File: config.mk
export PLATFORM = sky130hd
export DESIGN_NAME = pwb_bridge_out
export DESIGN_NICKNAME = d
export VERILOG_FILES = /design/src/logic/pwb_pkg.sv /design/src/logic/pwb_delay_if.sv /design/src/logic/pwb_bridge_out.sv /design/src/logic/pwb_deadband.sv
export SDC_FILE = /design/constraint.sdc
export NUM_CORES = 1
export LEC_CHECK = 0
export BUFFER_PORTS_ARGS = -buffer_cell sky130_fd_sc_hd__buf_2
export CAP_MARGIN = 10
export CORE_MARGIN = 5
export CORE_UTILIZATION = 55
export DETAILED_ROUTE_END_ITERATION = 7
export PLACE_DENSITY = 0.94
export SLEW_MARGIN = 25
export SYNTH_ARGS = -nofsm -noshare
export SYNTH_HDL_FRONTEND = slang
export SYNTH_SLANG_ARGS = --single-unit
File: constraint.sdc
create_clock -name CLK_IN -period 4.7 [get_ports CLK_IN]
set_clock_uncertainty 0.2 [all_clocks]
set_input_delay 0.47 -clock CLK_IN [delete_from_list [all_inputs] [get_ports CLK_IN]]
set_output_delay 0.47 -clock CLK_IN [all_outputs]
set_load 0.05 [all_outputs]
File: src/logic/pwb_pkg.sv
// Package with register map, field layout and constants of the bridge output stage
package pwb_pkg;

  // Register byte offsets
  localparam logic [7:0] PWB_OFS_DELAY    = 8'h00;
  localparam logic [7:0] PWB_OFS_SHUTDOWN = 8'h04;
  localparam logic [7:0] PWB_OFS_MODE     = 8'h08;
  localparam logic [7:0] PWB_OFS_STATUS   = 8'h0C;

  // Reset values
  localparam logic [7:0] PWB_RST_DELAY    = 8'h00;
  localparam logic [7:0] PWB_RST_SHUTDOWN = 8'h00;
  localparam logic [3:0] PWB_RST_MODE     = 4'h0;

  // Field positions
  localparam int PWB_BIT_RESTART   = 7;
  localparam int PWB_BIT_FLAG      = 7;
  localparam int PWB_POS_SRC       = 4;
  localparam int PWB_POS_AC        = 2;
  localparam int PWB_POS_BD        = 0;
  localparam int PWB_POS_CONFIG    = 2;
  localparam int PWB_POS_POLARITY  = 0;
  localparam int PWB_BIT_TIMERFLAG = 2;

  // Widths
  localparam int PWB_DLY_W = 7;

  // Shutdown source select bits
  localparam int PWB_SRC_CMP1  = 0;
  localparam int PWB_SRC_CMP2  = 1;
  localparam int PWB_SRC_FAULT = 2;

  // Output configurations
  typedef enum logic [1:0] {
    PWB_CFG_SINGLE  = 2'h0,
    PWB_CFG_FULLFWD = 2'h1,
    PWB_CFG_HALF    = 2'h2,
    PWB_CFG_FULLREV = 2'h3
  } pwb_cfg_type;

  // Shutdown pin levels
  localparam logic [1:0] PWB_LVL_LOW  = 2'h0;
  localparam logic [1:0] PWB_LVL_HIGH = 2'h1;

  // Instruction cycle timing: 4 oscillator periods at 80 MHz oscillator
  localparam int PWB_TOSC_PER_CYCLE = 4;
  localparam int PWB_CLK_HZ         = 20000000;
  localparam int PWB_DLY_UNIT_CLKS  = 1;

endpackage : pwb_pkg

File: src/logic/pwb_delay_if.sv
// Interface between the output stage and one dead-band delay unit
`timescale 1ns/1ps
interface pwb_delay_if;
  import pwb_pkg::*;
  logic                 raw;
  logic                 enable;
  logic [PWB_DLY_W-1:0] count;
  logic                 dly_out;

  modport unit (input raw, input enable, input count, output dly_out);
  modport ctrl (output raw, output enable, output count, input dly_out);
endinterface : pwb_delay_if

File: src/logic/pwb_bridge_out.sv
// Bridge PWM output stage with dead band, auto-shutdown and APB registers
//
// Implementation choices: register access over APB and the register addresses.
`timescale 1ns/1ps
module pwb_bridge_out
  import pwb_pkg::*;
(
  // Clock and reset
  input  wire logic        CLK_IN,
  input  wire logic        SRST_IN,
  // APB slave
  input  wire logic        PSEL_IN,
  input  wire logic        PENABLE_IN,
  input  wire logic        PWRITE_IN,
  input  wire logic [7:0]  PADDR_IN,
  input  wire logic [31:0] PWDATA_IN,
  output logic [31:0]      PRDATA_OUT,
  output logic             PREADY_OUT,
  output logic             PSLVERR_OUT,
  // Timer core and steering
  input  wire logic        PERIOD_START_IN,
  input  wire logic [3:0]  RAW_PWM_IN,
  // Shutdown sources
  input  wire logic        COMP1_IN,
  input  wire logic        COMP2_IN,
  input  wire logic        FAULT_INPUT_N_IN,
  // Bridge pins
  output logic             BRIDGE_OUT_A_OUT,
  output logic             BRIDGE_OUT_B_OUT,
  output logic             BRIDGE_OUT_C_OUT,
  output logic             BRIDGE_OUT_D_OUT,
  output logic             BRIDGE_OE_AC_OUT,
  output logic             BRIDGE_OE_BD_OUT,
  // Status
  output logic             PERIOD_TIMER_FLAG_OUT,
  output logic             SHUTDOWN_STATUS_FLAG_OUT
);

  // Registers
  logic                 auto_restart_enable_q;
  logic [PWB_DLY_W-1:0] deadband_count_q;
  logic                 shutdown_status_flag_q;
  logic [2:0]           shutdown_source_select_q;
  logic [1:0]           pair_ac_shutdown_level_q;
  logic [1:0]           pair_bd_shutdown_level_q;
  pwb_cfg_type          output_config_select_q;
  logic [1:0]           output_polarity_select_q;
  logic                 period_timer_flag_q;
  logic                 hold_q;
  logic [2:0]           src_meta_q;
  logic [2:0]           src_sync_q;
  logic [3:0]           pin_level_q;
  logic [31:0]          prdata_q;
  logic                 pready_q;
  logic                 pslverr_q;

  // Bus decode
  logic wr_en;
  logic setup_ph;
  logic wr_delay;
  logic wr_shutdown;
  logic wr_mode;
  logic wr_status;
  logic mapped;

  assign setup_ph    = PSEL_IN && !PENABLE_IN;
  assign wr_en       = PSEL_IN && PENABLE_IN && PWRITE_IN && pready_q;
  assign wr_delay    = wr_en && PADDR_IN == PWB_OFS_DELAY;
  assign wr_shutdown = wr_en && PADDR_IN == PWB_OFS_SHUTDOWN;
  assign wr_mode     = wr_en && PADDR_IN == PWB_OFS_MODE;
  assign wr_status   = wr_en && PADDR_IN == PWB_OFS_STATUS;
  assign mapped      = PADDR_IN == PWB_OFS_DELAY || PADDR_IN == PWB_OFS_SHUTDOWN ||
                       PADDR_IN == PWB_OFS_MODE  || PADDR_IN == PWB_OFS_STATUS;

  // Shutdown sources, raw and synchronised
  logic [2:0] src_raw;
  logic       cause_raw;
  logic       cause_sync;

  assign src_raw[PWB_SRC_CMP1]  = COMP1_IN;
  assign src_raw[PWB_SRC_CMP2]  = COMP2_IN;
  assign src_raw[PWB_SRC_FAULT] = !FAULT_INPUT_N_IN;
  assign cause_raw  = |(src_raw & shutdown_source_select_q);
  assign cause_sync = |(src_sync_q & shutdown_source_select_q);

  always_ff @(posedge CLK_IN) begin
    if (SRST_IN) begin
      src_meta_q <= 3'h0;
      src_sync_q <= 3'h0;
    end else begin
      src_meta_q <= src_raw;
      src_sync_q <= src_meta_q;
    end
  end

  // Delay and restart register
  always_ff @(posedge CLK_IN) begin
    if (SRST_IN) begin
      auto_restart_enable_q <= PWB_RST_DELAY[PWB_BIT_RESTART];
      deadband_count_q      <= PWB_RST_DELAY[PWB_DLY_W-1:0];
    end else if (wr_delay) begin
      auto_restart_enable_q <= PWDATA_IN[PWB_BIT_RESTART];
      deadband_count_q      <= PWDATA_IN[PWB_DLY_W-1:0];
    end
  end

  // Shutdown control fields
  always_ff @(posedge CLK_IN) begin
    if (SRST_IN) begin
      shutdown_source_select_q <= PWB_RST_SHUTDOWN[PWB_POS_SRC+:3];
      pair_ac_shutdown_level_q <= PWB_RST_SHUTDOWN[PWB_POS_AC+:2];
      pair_bd_shutdown_level_q <= PWB_RST_SHUTDOWN[PWB_POS_BD+:2];
    end else if (wr_shutdown) begin
      shutdown_source_select_q <= PWDATA_IN[PWB_POS_SRC+:3];
      pair_ac_shutdown_level_q <= PWDATA_IN[PWB_POS_AC+:2];
      pair_bd_shutdown_level_q <= PWDATA_IN[PWB_POS_BD+:2];
    end
  end

  // Shutdown status flag; hardware set wins over any clear
  logic flag_wr_ok;
  assign flag_wr_ok = wr_shutdown && !cause_sync && !cause_raw;

  always_ff @(posedge CLK_IN) begin
    if (SRST_IN) begin
      shutdown_status_flag_q <= PWB_RST_SHUTDOWN[PWB_BIT_FLAG];
    end else if (cause_sync) begin
      shutdown_status_flag_q <= 1'b1;
    end else if (flag_wr_ok) begin
      shutdown_status_flag_q <= PWDATA_IN[PWB_BIT_FLAG];
    end else if (auto_restart_enable_q) begin
      shutdown_status_flag_q <= 1'b0;
    end
  end

  // Period hold: shutdown stays until a period starts with the flag clear
  always_ff @(posedge CLK_IN) begin
    if (SRST_IN) begin
      hold_q <= 1'b0;
    end else if (shutdown_status_flag_q || cause_sync) begin
      hold_q <= 1'b1;
    end else if (PERIOD_START_IN) begin
      hold_q <= 1'b0;
    end
  end

  // Mode register
  always_ff @(posedge CLK_IN) begin
    if (SRST_IN) begin
      output_config_select_q   <= pwb_cfg_type'(PWB_RST_MODE[PWB_POS_CONFIG+:2]);
      output_polarity_select_q <= PWB_RST_MODE[PWB_POS_POLARITY+:2];
    end else if (wr_mode) begin
      output_config_select_q   <= pwb_cfg_type'(PWDATA_IN[PWB_POS_CONFIG+:2]);
      output_polarity_select_q <= PWDATA_IN[PWB_POS_POLARITY+:2];
    end
  end

  // Period timer flag, write one to clear, set wins
  always_ff @(posedge CLK_IN) begin
    if (SRST_IN) begin
      period_timer_flag_q <= 1'b0;
    end else if (PERIOD_START_IN) begin
      period_timer_flag_q <= 1'b1;
    end else if (wr_status && PWDATA_IN[PWB_BIT_TIMERFLAG]) begin
      period_timer_flag_q <= 1'b0;
    end
  end

  // Dead-band channels A and B
  logic       half_mode;
  logic [1:0] dly_out;
  assign half_mode = output_config_select_q == PWB_CFG_HALF;

  genvar ch;
  generate
    for (ch = 0; ch < 2; ch++) begin : g_dly
      pwb_delay_if dif ();
      assign dif.raw    = (ch == 0) ? RAW_PWM_IN[0] : (half_mode ? !RAW_PWM_IN[0] : RAW_PWM_IN[1]);
      assign dif.enable = half_mode;
      assign dif.count  = deadband_count_q;
      assign dly_out[ch] = dif.dly_out;
      pwb_deadband u_dly (
        .clk_in  (CLK_IN),
        .srst_in (SRST_IN),
        .dly     (dif.unit)
      );
    end
  endgenerate

  // Normal pin levels after polarity
  logic [3:0] active_lvl;
  assign active_lvl = {RAW_PWM_IN[3], RAW_PWM_IN[2], dly_out[1], dly_out[0]};

  always_ff @(posedge CLK_IN) begin
    if (SRST_IN) begin
      pin_level_q <= 4'h0;
    end else begin
      pin_level_q[0] <= active_lvl[0] ^ output_polarity_select_q[1];
      pin_level_q[2] <= active_lvl[2] ^ output_polarity_select_q[1];
      pin_level_q[1] <= active_lvl[1] ^ output_polarity_select_q[0];
      pin_level_q[3] <= active_lvl[3] ^ output_polarity_select_q[0];
    end
  end

  // Asynchronous pin override
  logic override;
  assign override = cause_raw || shutdown_status_flag_q || hold_q;

  always_comb begin
    if (override) begin
      BRIDGE_OUT_A_OUT = pair_ac_shutdown_level_q == PWB_LVL_HIGH;
      BRIDGE_OUT_C_OUT = pair_ac_shutdown_level_q == PWB_LVL_HIGH;
      BRIDGE_OE_AC_OUT = !pair_ac_shutdown_level_q[1];
      BRIDGE_OUT_B_OUT = pair_bd_shutdown_level_q == PWB_LVL_HIGH;
      BRIDGE_OUT_D_OUT = pair_bd_shutdown_level_q == PWB_LVL_HIGH;
      BRIDGE_OE_BD_OUT = !pair_bd_shutdown_level_q[1];
    end else begin
      BRIDGE_OUT_A_OUT = pin_level_q[0];
      BRIDGE_OUT_C_OUT = pin_level_q[2];
      BRIDGE_OE_AC_OUT = 1'b1;
      BRIDGE_OUT_B_OUT = pin_level_q[1];
      BRIDGE_OUT_D_OUT = pin_level_q[3];
      BRIDGE_OE_BD_OUT = 1'b1;
    end
  end

  // APB read data and answer, prepared in the setup phase
  logic [31:0] rd_mux;
  always_comb begin
    rd_mux = 32'h0000_0000;
    unique case (PADDR_IN)
      PWB_OFS_DELAY:    rd_mux = {24'h000000, auto_restart_enable_q, deadband_count_q};
      PWB_OFS_SHUTDOWN: rd_mux = {24'h000000, shutdown_status_flag_q, shutdown_source_select_q,
                                  pair_ac_shutdown_level_q, pair_bd_shutdown_level_q};
      PWB_OFS_MODE:     rd_mux = {28'h0000000, output_config_select_q, output_polarity_select_q};
      PWB_OFS_STATUS:   rd_mux = {28'h0000000, override, period_timer_flag_q, hold_q,
                                  cause_sync};
      default:          rd_mux = 32'h0000_0000;
    endcase
  end

  always_ff @(posedge CLK_IN) begin
    if (SRST_IN) begin
      prdata_q  <= 32'h0000_0000;
      pslverr_q <= 1'b0;
      pready_q  <= 1'b0;
    end else begin
      pready_q <= 1'b1;
      if (setup_ph) begin
        prdata_q  <= PWRITE_IN ? 32'h0000_0000 : rd_mux;
        pslverr_q <= !mapped;
      end
    end
  end

  assign PRDATA_OUT               = prdata_q;
  assign PREADY_OUT               = pready_q;
  assign PSLVERR_OUT              = pslverr_q;
  assign PERIOD_TIMER_FLAG_OUT    = period_timer_flag_q;
  assign SHUTDOWN_STATUS_FLAG_OUT = shutdown_status_flag_q;
endmodule : pwb_bridge_out

File: src/logic/pwb_deadband.sv
// Dead-band delay unit for one bridge output
`timescale 1ns/1ps
module pwb_deadband
  import pwb_pkg::*;
(
  // Clock and reset
  input  wire logic     clk_in,
  input  wire logic     srst_in,
  // Delay channel
  pwb_delay_if.unit     dly
);

  logic [PWB_DLY_W-1:0] cnt_q;
  logic                 done;

  // Inactive level passes at once, active level once count cycles have passed
  assign done        = !dly.enable || cnt_q >= dly.count;
  assign dly.dly_out = dly.raw && done;

  always_ff @(posedge clk_in) begin
    if (srst_in || !dly.raw) begin
      cnt_q <= '0;
    end else if (!done) begin
      cnt_q <= cnt_q + 7'h01;
    end
  end
endmodule : pwb_deadband

==> results of run 1 <==
layout by cell type, fill, tap and decap left out, types with 2 or more instances in the layout:
| master | n |
|---|---|
| o21ai_0 | 17 |
| nor2_1 | 27 |
| conb_1 | 24 |
| nor2b_1 | 10 |
| ha_1 | 16 |
| a211oi_1 | 3 |
| o2111ai_1 | 3 |
| dfxtp_1 | 56 |
| a21o_1 | 2 |
| nand4_1 | 2 |
| or3_1 | 9 |
| nor4_1 | 2 |
| clkbuf_8 | 5 |
| nand3b_1 | 2 |
| nand2b_1 | 2 |
| a31o_2 | 2 |
| nand2_1 | 40 |
| mux4_2 | 2 |
| nand3_1 | 13 |
| buf_2 | 46 |
| inv_1 | 21 |
| a21oi_1 | 33 |
| o211ai_1 | 2 |
| mux2i_1 | 16 |
| and2_1 | 2 |
| xnor2_1 | 6 |
| o21ai_1 | 2 |
worst max path at each step:
stage / from / to / slack, ns / cells past startpoint
6_report: shutdown_source_select_q[0]$_SDFFE_PP0N_ / BRIDGE_OUT_D_OUT / 1.99 / 5
5_1_grt: shutdown_source_select_q[0]$_SDFFE_PP0N_ / BRIDGE_OUT_D_OUT / 1.88 / 5
4_1_cts: shutdown_source_select_q[0]$_SDFFE_PP0N_ / BRIDGE_OUT_D_OUT / 2.00 / 5
3_5_place_dp: COMP1_IN / BRIDGE_OUT_D_OUT / 2.12 / 6
3_3_place_gp: COMP1_IN / BRIDGE_OUT_D_OUT / 2.15 / 6
2_1_floorplan: COMP1_IN / BRIDGE_OUT_A_OUT / 1.73 / 5
metal layers:
metal  GRT usage [%]  vias up  part of all wire (%)
li1                -     1210                     -
met4            6.54        0                   1.5
met2            32.0      111                    48
met1            23.6     1168                    42
met3            5.84        9                   8.6
met5               0        -                     0
flip-flops by register name (all words and copies together), names as in the netlist, 2 cells and up:
register	count
PRDATA_OUT	8
deadband_count_q	7
g_dly.u_dly.cnt_q	14
output_config_select_q	2
output_polarity_select_q	2
pair_ac_shutdown_level_q	2
pair_bd_shutdown_level_q	2
pin_level_q	4
shutdown_source_select_q	3
src_meta_q	3
src_sync_q	3
stage by stage:
| step | worst slack, ns | util (%) |
|---|---|---|
| 2_1_floorplan | 1.73 | - |
| 3_3_place_gp | 2.15 | 60.3 |
| 3_5_place_dp | 2.12 | 60.3 |
| 4_1_cts | 2.00 | 62.0 |
| 5_1_grt | 1.88 | 62.0 |
| 6_report | 1.99 | 62.0 |
final cells by class:
| type | instances | area [µm²] | share of cell area, % |
|---|---|---|---|
| Clock buffer | 6 | 72.6 | 2.28 |
| Clock inverter | 2 | 16.3 | 0.510 |
| Inverter | 21 | 78.8 | 2.47 |
| Multi-Input combinational cell | 253 | 1580 | 49.6 |
| Sequential cell | 56 | 1120 | 35.2 |
| Tap cell | 70 | 87.6 | 2.75 |
| Timing Repair Buffer | 46 | 230 | 7.22 |
where the power goes:
group / internal (µW) / switching (µW) / total [µW]
combinational: 19.1 / 83.1 / 102
clock: 106 / 164 / 270
sequential: 480 / 1.97 / 482
logic make-up (layout without fill, tap and decap cells):
| kind of cell | after synthesis | in the layout | synth area share [%] |
|---|---|---|---|
| simple gates | 117 | 117 | 19.5 |
| compound gates | 71 | 71 | 15.5 |
| buf+inv | 58 | 75 | 10.5 |
| flops | 56 | 56 | 38.3 |
| mux | 19 | 19 | 7.40 |
| fa+ha+maj | 16 | 16 | 6.85 |
| xor+xnor | 6 | 6 | 1.80 |
| other cells | 1 | 24 | 0.128 |
==> impl_metrics.tcl, run 1 <==
set metrics [dict create \
    cts_resized 0 \
    grt_antenna_before_repair 0 \
    dp_hpwl_um 5030 \
    yosysMostFrequentCell "dfxtp_1" \
    synth_top_cell_by_area "dfxtp_1" \
    crit_family "compound AO/OA/AOI/OAI gates" \
    synth-warning-count 0 \
    max_stage_delay_ns 0.49 \
    cts_buffers 5 \
    die_y_um 82.9 \
    ys_types 44 \
    nNetsFinal 452 \
    critPathRequiredTime_ns 4.03 \
    rrSetupSlack_ns 2.34 \
    powerDensity_nw_per_um2 268 \
    peakVddDrop_uv 166 \
    relSlewSlack_pct 50.0 \
    place_area_um2 3100 \
    grt_overflow 0 \
    setup.worst_path.start_class "register" \
    die-area_um2 6870 \
    clkSinkCount 56 \
    synth_area_um2 2920 \
    hold_viol 0 \
    grt_pass1_vias 2344 \
    fillers 419 \
    layout-drive-gt1-share_pct 16.4 \
    gp_congestion 0.842 \
    yosys.area.top_type_share_pct 38.3 \
    coreArea_um2 5140 \
    synth_commonest_cells "dfxtp_1 (56), nand2_1 (40), a21oi_1 (33)" \
    vias 2498 \
    setup_viol 0 \
    cts_setup_buffers 0 \
    hp-start "FAULT_INPUT_N_IN" \
    num_io_pins 95 \
    port_buffers 46 \
    clockBufferDepth 2 \
    avgSynthCellArea_um2 8.50 \
    async_flop_share_pct 0 \
    crit_path_end_kind "primary output" \
    fin_crit_ns 2.71 \
    worstPathArrival_ns 2.04 \
    synth_edf_count 0 \
    hold_slack_ns 0.108 \
    path_buf_inv 1 \
    status "finished, final reports clean" \
    wl_um 6620 \
    p_leak_uw 0.00137 \
    htree_num_levels 2 \
    seq_area_frac_synth_pct 38.3 \
    wl_per_cell_um 14.6 \
    rsz0062_at_grt "no" \
    vias_per_cell 5.50 \
    initial_core_util_pct 56.9 \
    area_growth_pct 9.03 \
    clk_pin_slew_worst_paths_ns 0.10 \
    diodes 0 \
    slowest_stage "or3_1" \
    power_uw 855 \
    hold_class "primary input to register" \
    path_cells "a22oi_1, o21ai_0, or3_1, o21ai_0, buf_2" \
    drc_errors 0 \
    r2r_cells 7 \
    min_to "src_meta_q[2]$_SDFF_PP0_" \
    layoutNonFillerInstCount 454 \
    max-cap-violations 0 \
    post-route-period-util_pct 57.7 \
    ys_top_cells_by_area "dfxtp_1 (38%), ha_1 (6.8%), buf_4 (6.2%)" \
    place_inst 446 \
    worstReg2RegStart "deadband_count_q[6]$_SDFFE_PP0P_" \
    clock_latency_ns 0.33 \
    final_max_slew_viol_count 0 \
    cts_tree "done" \
    stdcell_area_um2 3190 \
    finalSetupTns_ns 0 \
    cp_common_cell "o21ai_0" \
    grt_pass1_wl_um 10900 \
    whs_path_depth 2 \
    worstMarginPinSlew_ns 0.751 \
    firstDrtPassIters 7 \
    root_buffer "clkbuf_8" \
    crit_type "register to primary output" \
    cts_hold_buf 0 \
    rows 26 \
    drtAntennaViolNets 0 \
    grt_max_degree 45 \
    fmax_mhz 369 \
    synth-main-ff-cell "dfxtp_1" \
    synthCells 344 \
    cp_max_fo 9 \
    die_x_um 82.9 \
    synth_seq_cells 56 \
    grt.total_usage_pct 19.3 \
    detailedRoute.firstIterationViolations 246 \
    timing.rr.end "g_dly[0].u_dly.cnt_q[3]$_SDFFE_PP0N_" \
]
Note: power is estimated with default switching activity, not from simulation.
==> run 2, diff against run 1 <==
--- a/config.mk
+++ b/config.mk
@@ -8,9 +8,9 @@
 export BUFFER_PORTS_ARGS = -buffer_cell sky130_fd_sc_hd__buf_2
 export CAP_MARGIN = 10
 export CORE_MARGIN = 5
-export CORE_UTILIZATION = 55
+export CORE_UTILIZATION = 46
 export DETAILED_ROUTE_END_ITERATION = 7
-export PLACE_DENSITY = 0.94
+export PLACE_DENSITY = 0.84
 export SLEW_MARGIN = 25
 export SYNTH_ARGS = -nofsm -noshare
 export SYNTH_HDL_FRONTEND = slang
==> constraint.sdc (replaced) <==
create_clock -name CLK_IN -period 2.49 [get_ports CLK_IN]
set_clock_uncertainty 0.2 [all_clocks]
set_input_delay 0.249 -clock CLK_IN [delete_from_list [all_inputs] [get_ports CLK_IN]]
set_output_delay 0.249 -clock CLK_IN [all_outputs]
set_load 0.05 [all_outputs]
==> run 2 against run 1 <==
Worst hold slack got worse by 0.095 ns. Register-to-register slack got worse by 2.2 ns. Wire length increased by 3.7%. Critical endpoint is now BRIDGE_OUT_A_OUT. Sequential power increased by 89%. Power increased by 100%. Largest cell class unchanged. Worst setup slack got worse by 1.8 ns. Core utilization decreased by 8.1 points. Cell area increased by 6.2%. Global-route usage decreased by 2.6 points.
==> impl_metrics.tcl, run 2 (same netlist as run 1, synthesis figures left out) <==
set metrics [dict create \
    status "finished, final reports clean" \
    coreArea_um2 6280 \
    final_max_slew_viol_count 0 \
    max-cap-violations 0 \
    timing.rr.end "g_dly[1].u_dly.cnt_q[5]$_SDFFE_PP0N_" \
    p_sw_share_pct 27.4 \
    firstDrtPassIters 4 \
    r2r_cells 7 \
    clk_pin_slew_worst_paths_ns 0.10 \
    final_cell_mix "dfxtp_1 (56), buf_2 (46), nand2_1 (40), a21oi_1 (33), nor2_1 (27)" \
    peakVddDrop_uv 246 \
    nNetsFinal 469 \
    htree_num_levels 2 \
    whs_path_depth 3 \
    die_x_um 89.7 \
    worstMarginPinSlew_ns 0.566 \
    drtAntennaViolNets 0 \
    rsz0062_at_grt "no" \
    pwr-share-seq_pct 52.5 \
    final_common_cell "dfxtp_1" \
    hold_viol 0 \
    worstPathArrival_ns 1.90 \
    grt_max_degree 35 \
    fin_crit_ns 2.35 \
    port_buffers 46 \
    pwr-share-comb_pct 12.1 \
    area_growth_pct 15.8 \
    min_to "deadband_count_q[1]$_SDFFE_PP0P_" \
    clkSinkCount 56 \
    layout-drive-gt1-share_pct 17.5 \
    dp_hpwl_um 5100 \
    cts_tree "done" \
    hold_slack_ns 0.0129 \
    num_io_pins 95 \
    clock_latency_ns 0.32 \
    grt_pass1_wl_um 11400 \
    die-area_um2 8050 \
    stdcell_area_um2 3390 \
    p_clk_share_pct 35.5 \
    p_leak_uw 0.00146 \
    gp_congestion 0.857 \
    detailedRoute.firstIterationViolations 148 \
    rows 29 \
    critPathRequiredTime_ns 2.04 \
    wl_per_cell_um 14.4 \
    grt_overflow 0 \
    grt_pass1_vias 2444 \
    power.net_switching_uw 475 \
    vias_per_cell 5.29 \
    worstReg2RegStart "g_dly[1].u_dly.cnt_q[0]$_SDFFE_PP0N_" \
    setup.worst_path.start_class "register" \
    p_int_uw 1260 \
    place_area_um2 3150 \
    relSlewSlack_pct 62.2 \
    hold_class "primary input to register" \
    root_buffer "clkbuf_8" \
    setup_viol 0 \
    wl_um 6860 \
    cp_max_fo 9 \
    die_y_um 89.7 \
    crit_path_end_kind "primary output" \
    clockBufferDepth 2 \
    hp-start "PWDATA_IN[1]" \
    max_flop_register "g_dly.u_dly.cnt_q" \
    grt_antenna_before_repair 0 \
    grt.total_usage_pct 16.7 \
    drc_errors 0 \
    post-route-period-util_pct 94.4 \
    rrSetupSlack_ns 0.15 \
    cts_buffers 5 \
    largest_reg_flops 14 \
    powerDensity_nw_per_um2 512 \
    crit_type "register to primary output" \
    initial_core_util_pct 46.6 \
    fmax_mhz 426 \
    vias 2527 \
    power_uw 1730 \
    diodes 0 \
]
==> run 2: cell count changes in the layout (fill, tap and decap cells not counted), sizes merged <==
cell,change
bufinv,+1
dlygate4sd3,+12
clkinv,+1
clkbuf,-1
clkinvlp,-1
buf,+5
==> run 2: worst max path at each step <==
stage,from,to,slack [ns]
after floorplan,SHUTDOWN_STATUS_FLAG_OUT$_SDFFE_PP0P_,BRIDGE_OUT_A_OUT,-0.11
after global placement,g_dly[1].u_dly.cnt_q[0]$_SDFFE_PP0N_,g_dly[1].u_dly.cnt_q[5]$_SDFFE_PP0N_,0.26
after detailed placement,g_dly[1].u_dly.cnt_q[0]$_SDFFE_PP0N_,g_dly[1].u_dly.cnt_q[5]$_SDFFE_PP0N_,0.18
after CTS,shutdown_source_select_q[0]$_SDFFE_PP0N_,BRIDGE_OUT_A_OUT,0.02
after global routing,g_dly[1].u_dly.cnt_q[0]$_SDFFE_PP0N_,g_dly[1].u_dly.cnt_q[4]$_SDFFE_PP0N_,0.009
final,shutdown_source_select_q[0]$_SDFFE_PP0N_,BRIDGE_OUT_A_OUT,0.14
==> run 2: area by class of cell <==
cell class                      instances  area (µm²)
Timing Repair Buffer                   63         388
Clock buffer                            5        68.8
Tap cell                               77        96.3
Inverter                               21        78.8
Fill cell                             573        2890
Multi-Input combinational cell        253        1590
Sequential cell                        56        1120
Clock inverter                          3        47.5
==> run 2: worst max-delay path, stage by stage (launching register included) <==
cell,delay [ns]
dfxtp_1,0.37
a22oi_1,0.16
o21ai_0,0.16
or3_4,0.42
o21ai_0,0.18
buf_2,0.29
==> run 2: power groups by stage <==
| stage | Combinational (µW) | Sequential, µW | Clock (µW) |
|---|---|---|---|
| after floorplan | 167 | 941 | 0 |
| after global placement | 190 | 931 | 0 |
| after detailed placement | 192 | 931 | 0 |
| final | 209 | 910 | 615 |
| after global routing | 221 | 912 | 668 |
| after CTS | 207 | 910 | 621 |
==> run 2: layer usage <==
metal	vias up	track usage [%]	wire [µm]	part of all wire, %
met4	0	7.18	142	2.1
met3	13	3.01	527	7.7
li1	1243	-	-	-
met5	-	0	0	0
met1	1175	20.9	2880	42
met2	96	27.9	3320	48
==> run 2: repair_timing <==
action | 4_1_cts | 5_1_grt
endpoints found under the setup margin | 0 | 5
hold endpoints to repair | 14 | 0
hold buffers | 12 | 0
setup buffers | 0 | 0
gates resized for setup | 0 | 1
==> run 2: stage by stage <==
step	worst slack (ns)	setup TNS (ns)	cells	utilization, %
after floorplan	-0.114	-0.456	367	-
after global placement	0.258	0	458	50.1
after detailed placement	0.184	0	458	50.1
after CTS	0.0247	0	478	53.9
after global routing	0.00904	0	478	54.0
final	0.140	0	478	54.0
==> run 3, diff against run 2 <==
--- a/config.mk
+++ b/config.mk
@@ -5,13 +5,15 @@
 export SDC_FILE = /design/constraint.sdc
 export NUM_CORES = 1
 export LEC_CHECK = 0
+export ABC_AREA = 1
 export BUFFER_PORTS_ARGS = -buffer_cell sky130_fd_sc_hd__buf_2
 export CAP_MARGIN = 10
 export CORE_MARGIN = 5
-export CORE_UTILIZATION = 46
+export CORE_UTILIZATION = 47
 export DETAILED_ROUTE_END_ITERATION = 7
-export PLACE_DENSITY = 0.84
+export PLACE_DENSITY = 0.77
 export SLEW_MARGIN = 25
 export SYNTH_ARGS = -nofsm -noshare
 export SYNTH_HDL_FRONTEND = slang
+export SYNTH_HIERARCHICAL = 1
 export SYNTH_SLANG_ARGS = --single-unit
==> run 3 against run 2 <==
Power fell by 2.9%. Critical path type unchanged. Largest cell class unchanged. Worst hold slack worse by 0.0091 ns. Critical path depth is the same. Highest routed layer unchanged.
==> impl_metrics.tcl, run 3 <==
set metrics [dict create \
    synth_top_cell_by_area "dfxtp_1" \
    cts_resized 0 \
    final_max_slew_viol_count 0 \
    setup_viol 0 \
    vias_per_cell 4.91 \
    layout-drive-gt1-share_pct 16.0 \
    hold_class "primary input to register" \
    ys_top_cells_by_area "dfxtp_1 (35%), nand2_1 (12%), inv_1 (8.3%)" \
    largest_reg_flops 14 \
    synth-main-ff-cell "dfxtp_1" \
    final_cell_mix "nand2_1 (101), inv_1 (71), dfxtp_1 (56), nor2_1 (46), buf_2 (46)" \
    grt_pass1_vias 2903 \
    yosysMostFrequentCell "nand2_1" \
    grt_max_degree 27 \
    synthCells 462 \
    rows 30 \
    seqCellArea_um2 1120 \
    path_buf_inv 1 \
    area_growth_pct 12.5 \
    p_leak_uw 0.00169 \
    max-cap-violations 0 \
    dp_hpwl_um 5540 \
    avgSynthCellArea_um2 6.97 \
    crit_start "hold_q$_SDFFE_PP0P_" \
    synth_edf_count 0 \
    powerDensity_nw_per_um2 465 \
    wl_per_cell_um 12.2 \
    finalSetupTns_ns 0 \
    post-route-period-util_pct 93.5 \
    path_cells "nor2_1, nand4_1, nand3b_1, nand2_1, buf_2" \
    r2r_cells 10 \
    slowest_stage "dfxtp_1" \
    synth_area_um2 3220 \
    multi_input_area_um2 1680 \
    grt_pass1_wl_um 12700 \
    critPathRequiredTime_ns 2.04 \
    synth-warning-count 6 \
    crit_path_end_kind "primary output" \
    peakVddDrop_uv 380 \
    final_common_cell "nand2_1" \
    seq_area_frac_synth_pct 34.8 \
    timing.rr.end "pin_level_q[1]$_SDFF_PP0_" \
    num_io_pins 95 \
    cts_buffers 5 \
    yosys.area.top_type_share_pct 34.8 \
    firstDrtPassIters 4 \
    max_flop_register "g_dly.u_dly/cnt_q" \
    grt.total_usage_pct 18.1 \
    drc_errors 0 \
    die-area_um2 8610 \
    die_y_um 92.8 \
    detailedRoute.firstIterationViolations 199 \
    crit_type "register to primary output" \
    worstPathArrival_ns 1.88 \
    status "finished, final reports clean" \
    htree_num_levels 2 \
    initial_core_util_pct 47.9 \
    clockBufferDepth 2 \
    rsz0062_at_grt "no" \
    clkSinkCount 56 \
    diodes 0 \
    grt_overflow 0 \
    drtAntennaViolNets 0 \
    power_uw 1680 \
    ys_types 33 \
    async_flop_share_pct 0 \
    worstSetupEndpoint "BRIDGE_OUT_C_OUT" \
    grt_antenna_before_repair 0 \
    synth_commonest_cells "nand2_1 (101), inv_1 (71), dfxtp_1 (56)" \
    die_x_um 92.8 \
    hold_viol 0 \
    crit_family "simple AND/OR/NAND/NOR gates" \
    max_stage_delay_ns 0.35 \
    synth_seq_cells 56 \
    setup.worst_path.start_class "register" \
    cts_tree "done" \
    cp_max_fo 5 \
    rrSetupSlack_ns 0.39 \
    hold_slack_ns 0.00371 \
    port_buffers 46 \
    worstReg2RegStart "deadband_count_q[6]$_SDFFE_PP0P_" \
    fillers 670 \
    wl_um 7310 \
    nNetsFinal 587 \
    fmax_mhz 429 \
    coreArea_um2 6720 \
    clk_pin_slew_worst_paths_ns 0.11 \
    path_depth 5 \
    fin_crit_ns 2.33 \
    gp_congestion 0.858 \
    clock_latency_ns 0.32 \
    root_buffer "clkbuf_8" \
    vias 2941 \
]
-- run 3: cell type report --
type                            count  area share, %
Clock buffer                        5           1.90
Clock inverter                      3          0.794
Multi-Input combinational cell    323           46.5
Sequential cell                    56           31.0
Tap cell                           80           2.76
Timing Repair Buffer               57           9.33
Inverter                           75           7.77
-- run 3: logic make-up (layout without fill, tap and decap cells) --
group / count (synthesis) / in the layout / share of synthesized area, %
other: 1 / 24 / 0.116
adders and majority gates: 16 / 16 / 6.22
AOI/OAI and AO/OA: 69 / 69 / 12.3
buffers and inverters: 106 / 140 / 15.6
xor gates and xnor gates: 6 / 6 / 1.63
and+or+nand+nor: 208 / 208 / 29.3
DFF: 56 / 56 / 34.8
-- run 3: stage by stage --
step	cell area [µm²]	utilization, %	cells	worst slack, ns
after CTS	3620	53.9	599	0.173
after global placement	3420	51.0	581	0.428
after detailed placement	3420	51.0	581	0.430
after floorplan	3310	-	485	0.585
after global routing	3620	53.9	599	0.0406
final	3620	53.9	599	0.161
-- run 3: worst min path at each step --
stage,startpoint,endpoint,slack (ns),cells past startpoint
global placement,src_meta_q[2]$_SDFF_PP0_,src_sync_q[2]$_SDFF_PP0_,0.19,2
finish,PWDATA_IN[1],deadband_count_q[1]$_SDFFE_PP0P_,0.004,3
detailed placement,src_meta_q[1]$_SDFF_PP0_,src_sync_q[1]$_SDFF_PP0_,0.20,2
floorplan,FAULT_INPUT_N_IN,src_meta_q[2]$_SDFF_PP0_,0.12,1
global route,PWDATA_IN[1],pair_bd_shutdown_level_q[1]$_SDFFE_PP0N_,0.02,3
CTS,PWDATA_IN[1],pair_bd_shutdown_level_q[1]$_SDFFE_PP0N_,0.003,3
-- run 3: layer usage --
layer	GRT usage [%]	part of all wire, %	vias up
met5	0	0	-
met4	7.20	1.3	0
met3	3.25	6.5	10
met2	29.7	46	90
met1	23.5	46	1317
li1	-	-	1524
-- run 3: worst reg2reg max path, delay by kind of cell, from the launching register on --
family                     cells  cell delay [ns]
DFF                            1             0.43
buffers and inverters          3             0.20
AOI/OAI and AO/OA              1             0.25
xor gates and xnor gates       1             0.13
adders and majority gates      1             0.30
and+or+nand+nor                4             0.47
-- run 3: repair_timing --
action                                  CTS  global route
endpoints found under the setup margin    0             0
endpoints found under the hold margin    11             0
buffers inserted                          0             0
hold buffers                             10             0
-- run 3: where the power goes --
| part | switching (µW) | total (µW) | internal [µW] | leakage (µW) |
|---|---|---|---|---|
| logic | 167 | 218 | 50.9 | 0.00119 |
| clock network | 342 | 555 | 213 | 0.0000511 |
| registers | 3.89 | 910 | 906 | 0.000454 |
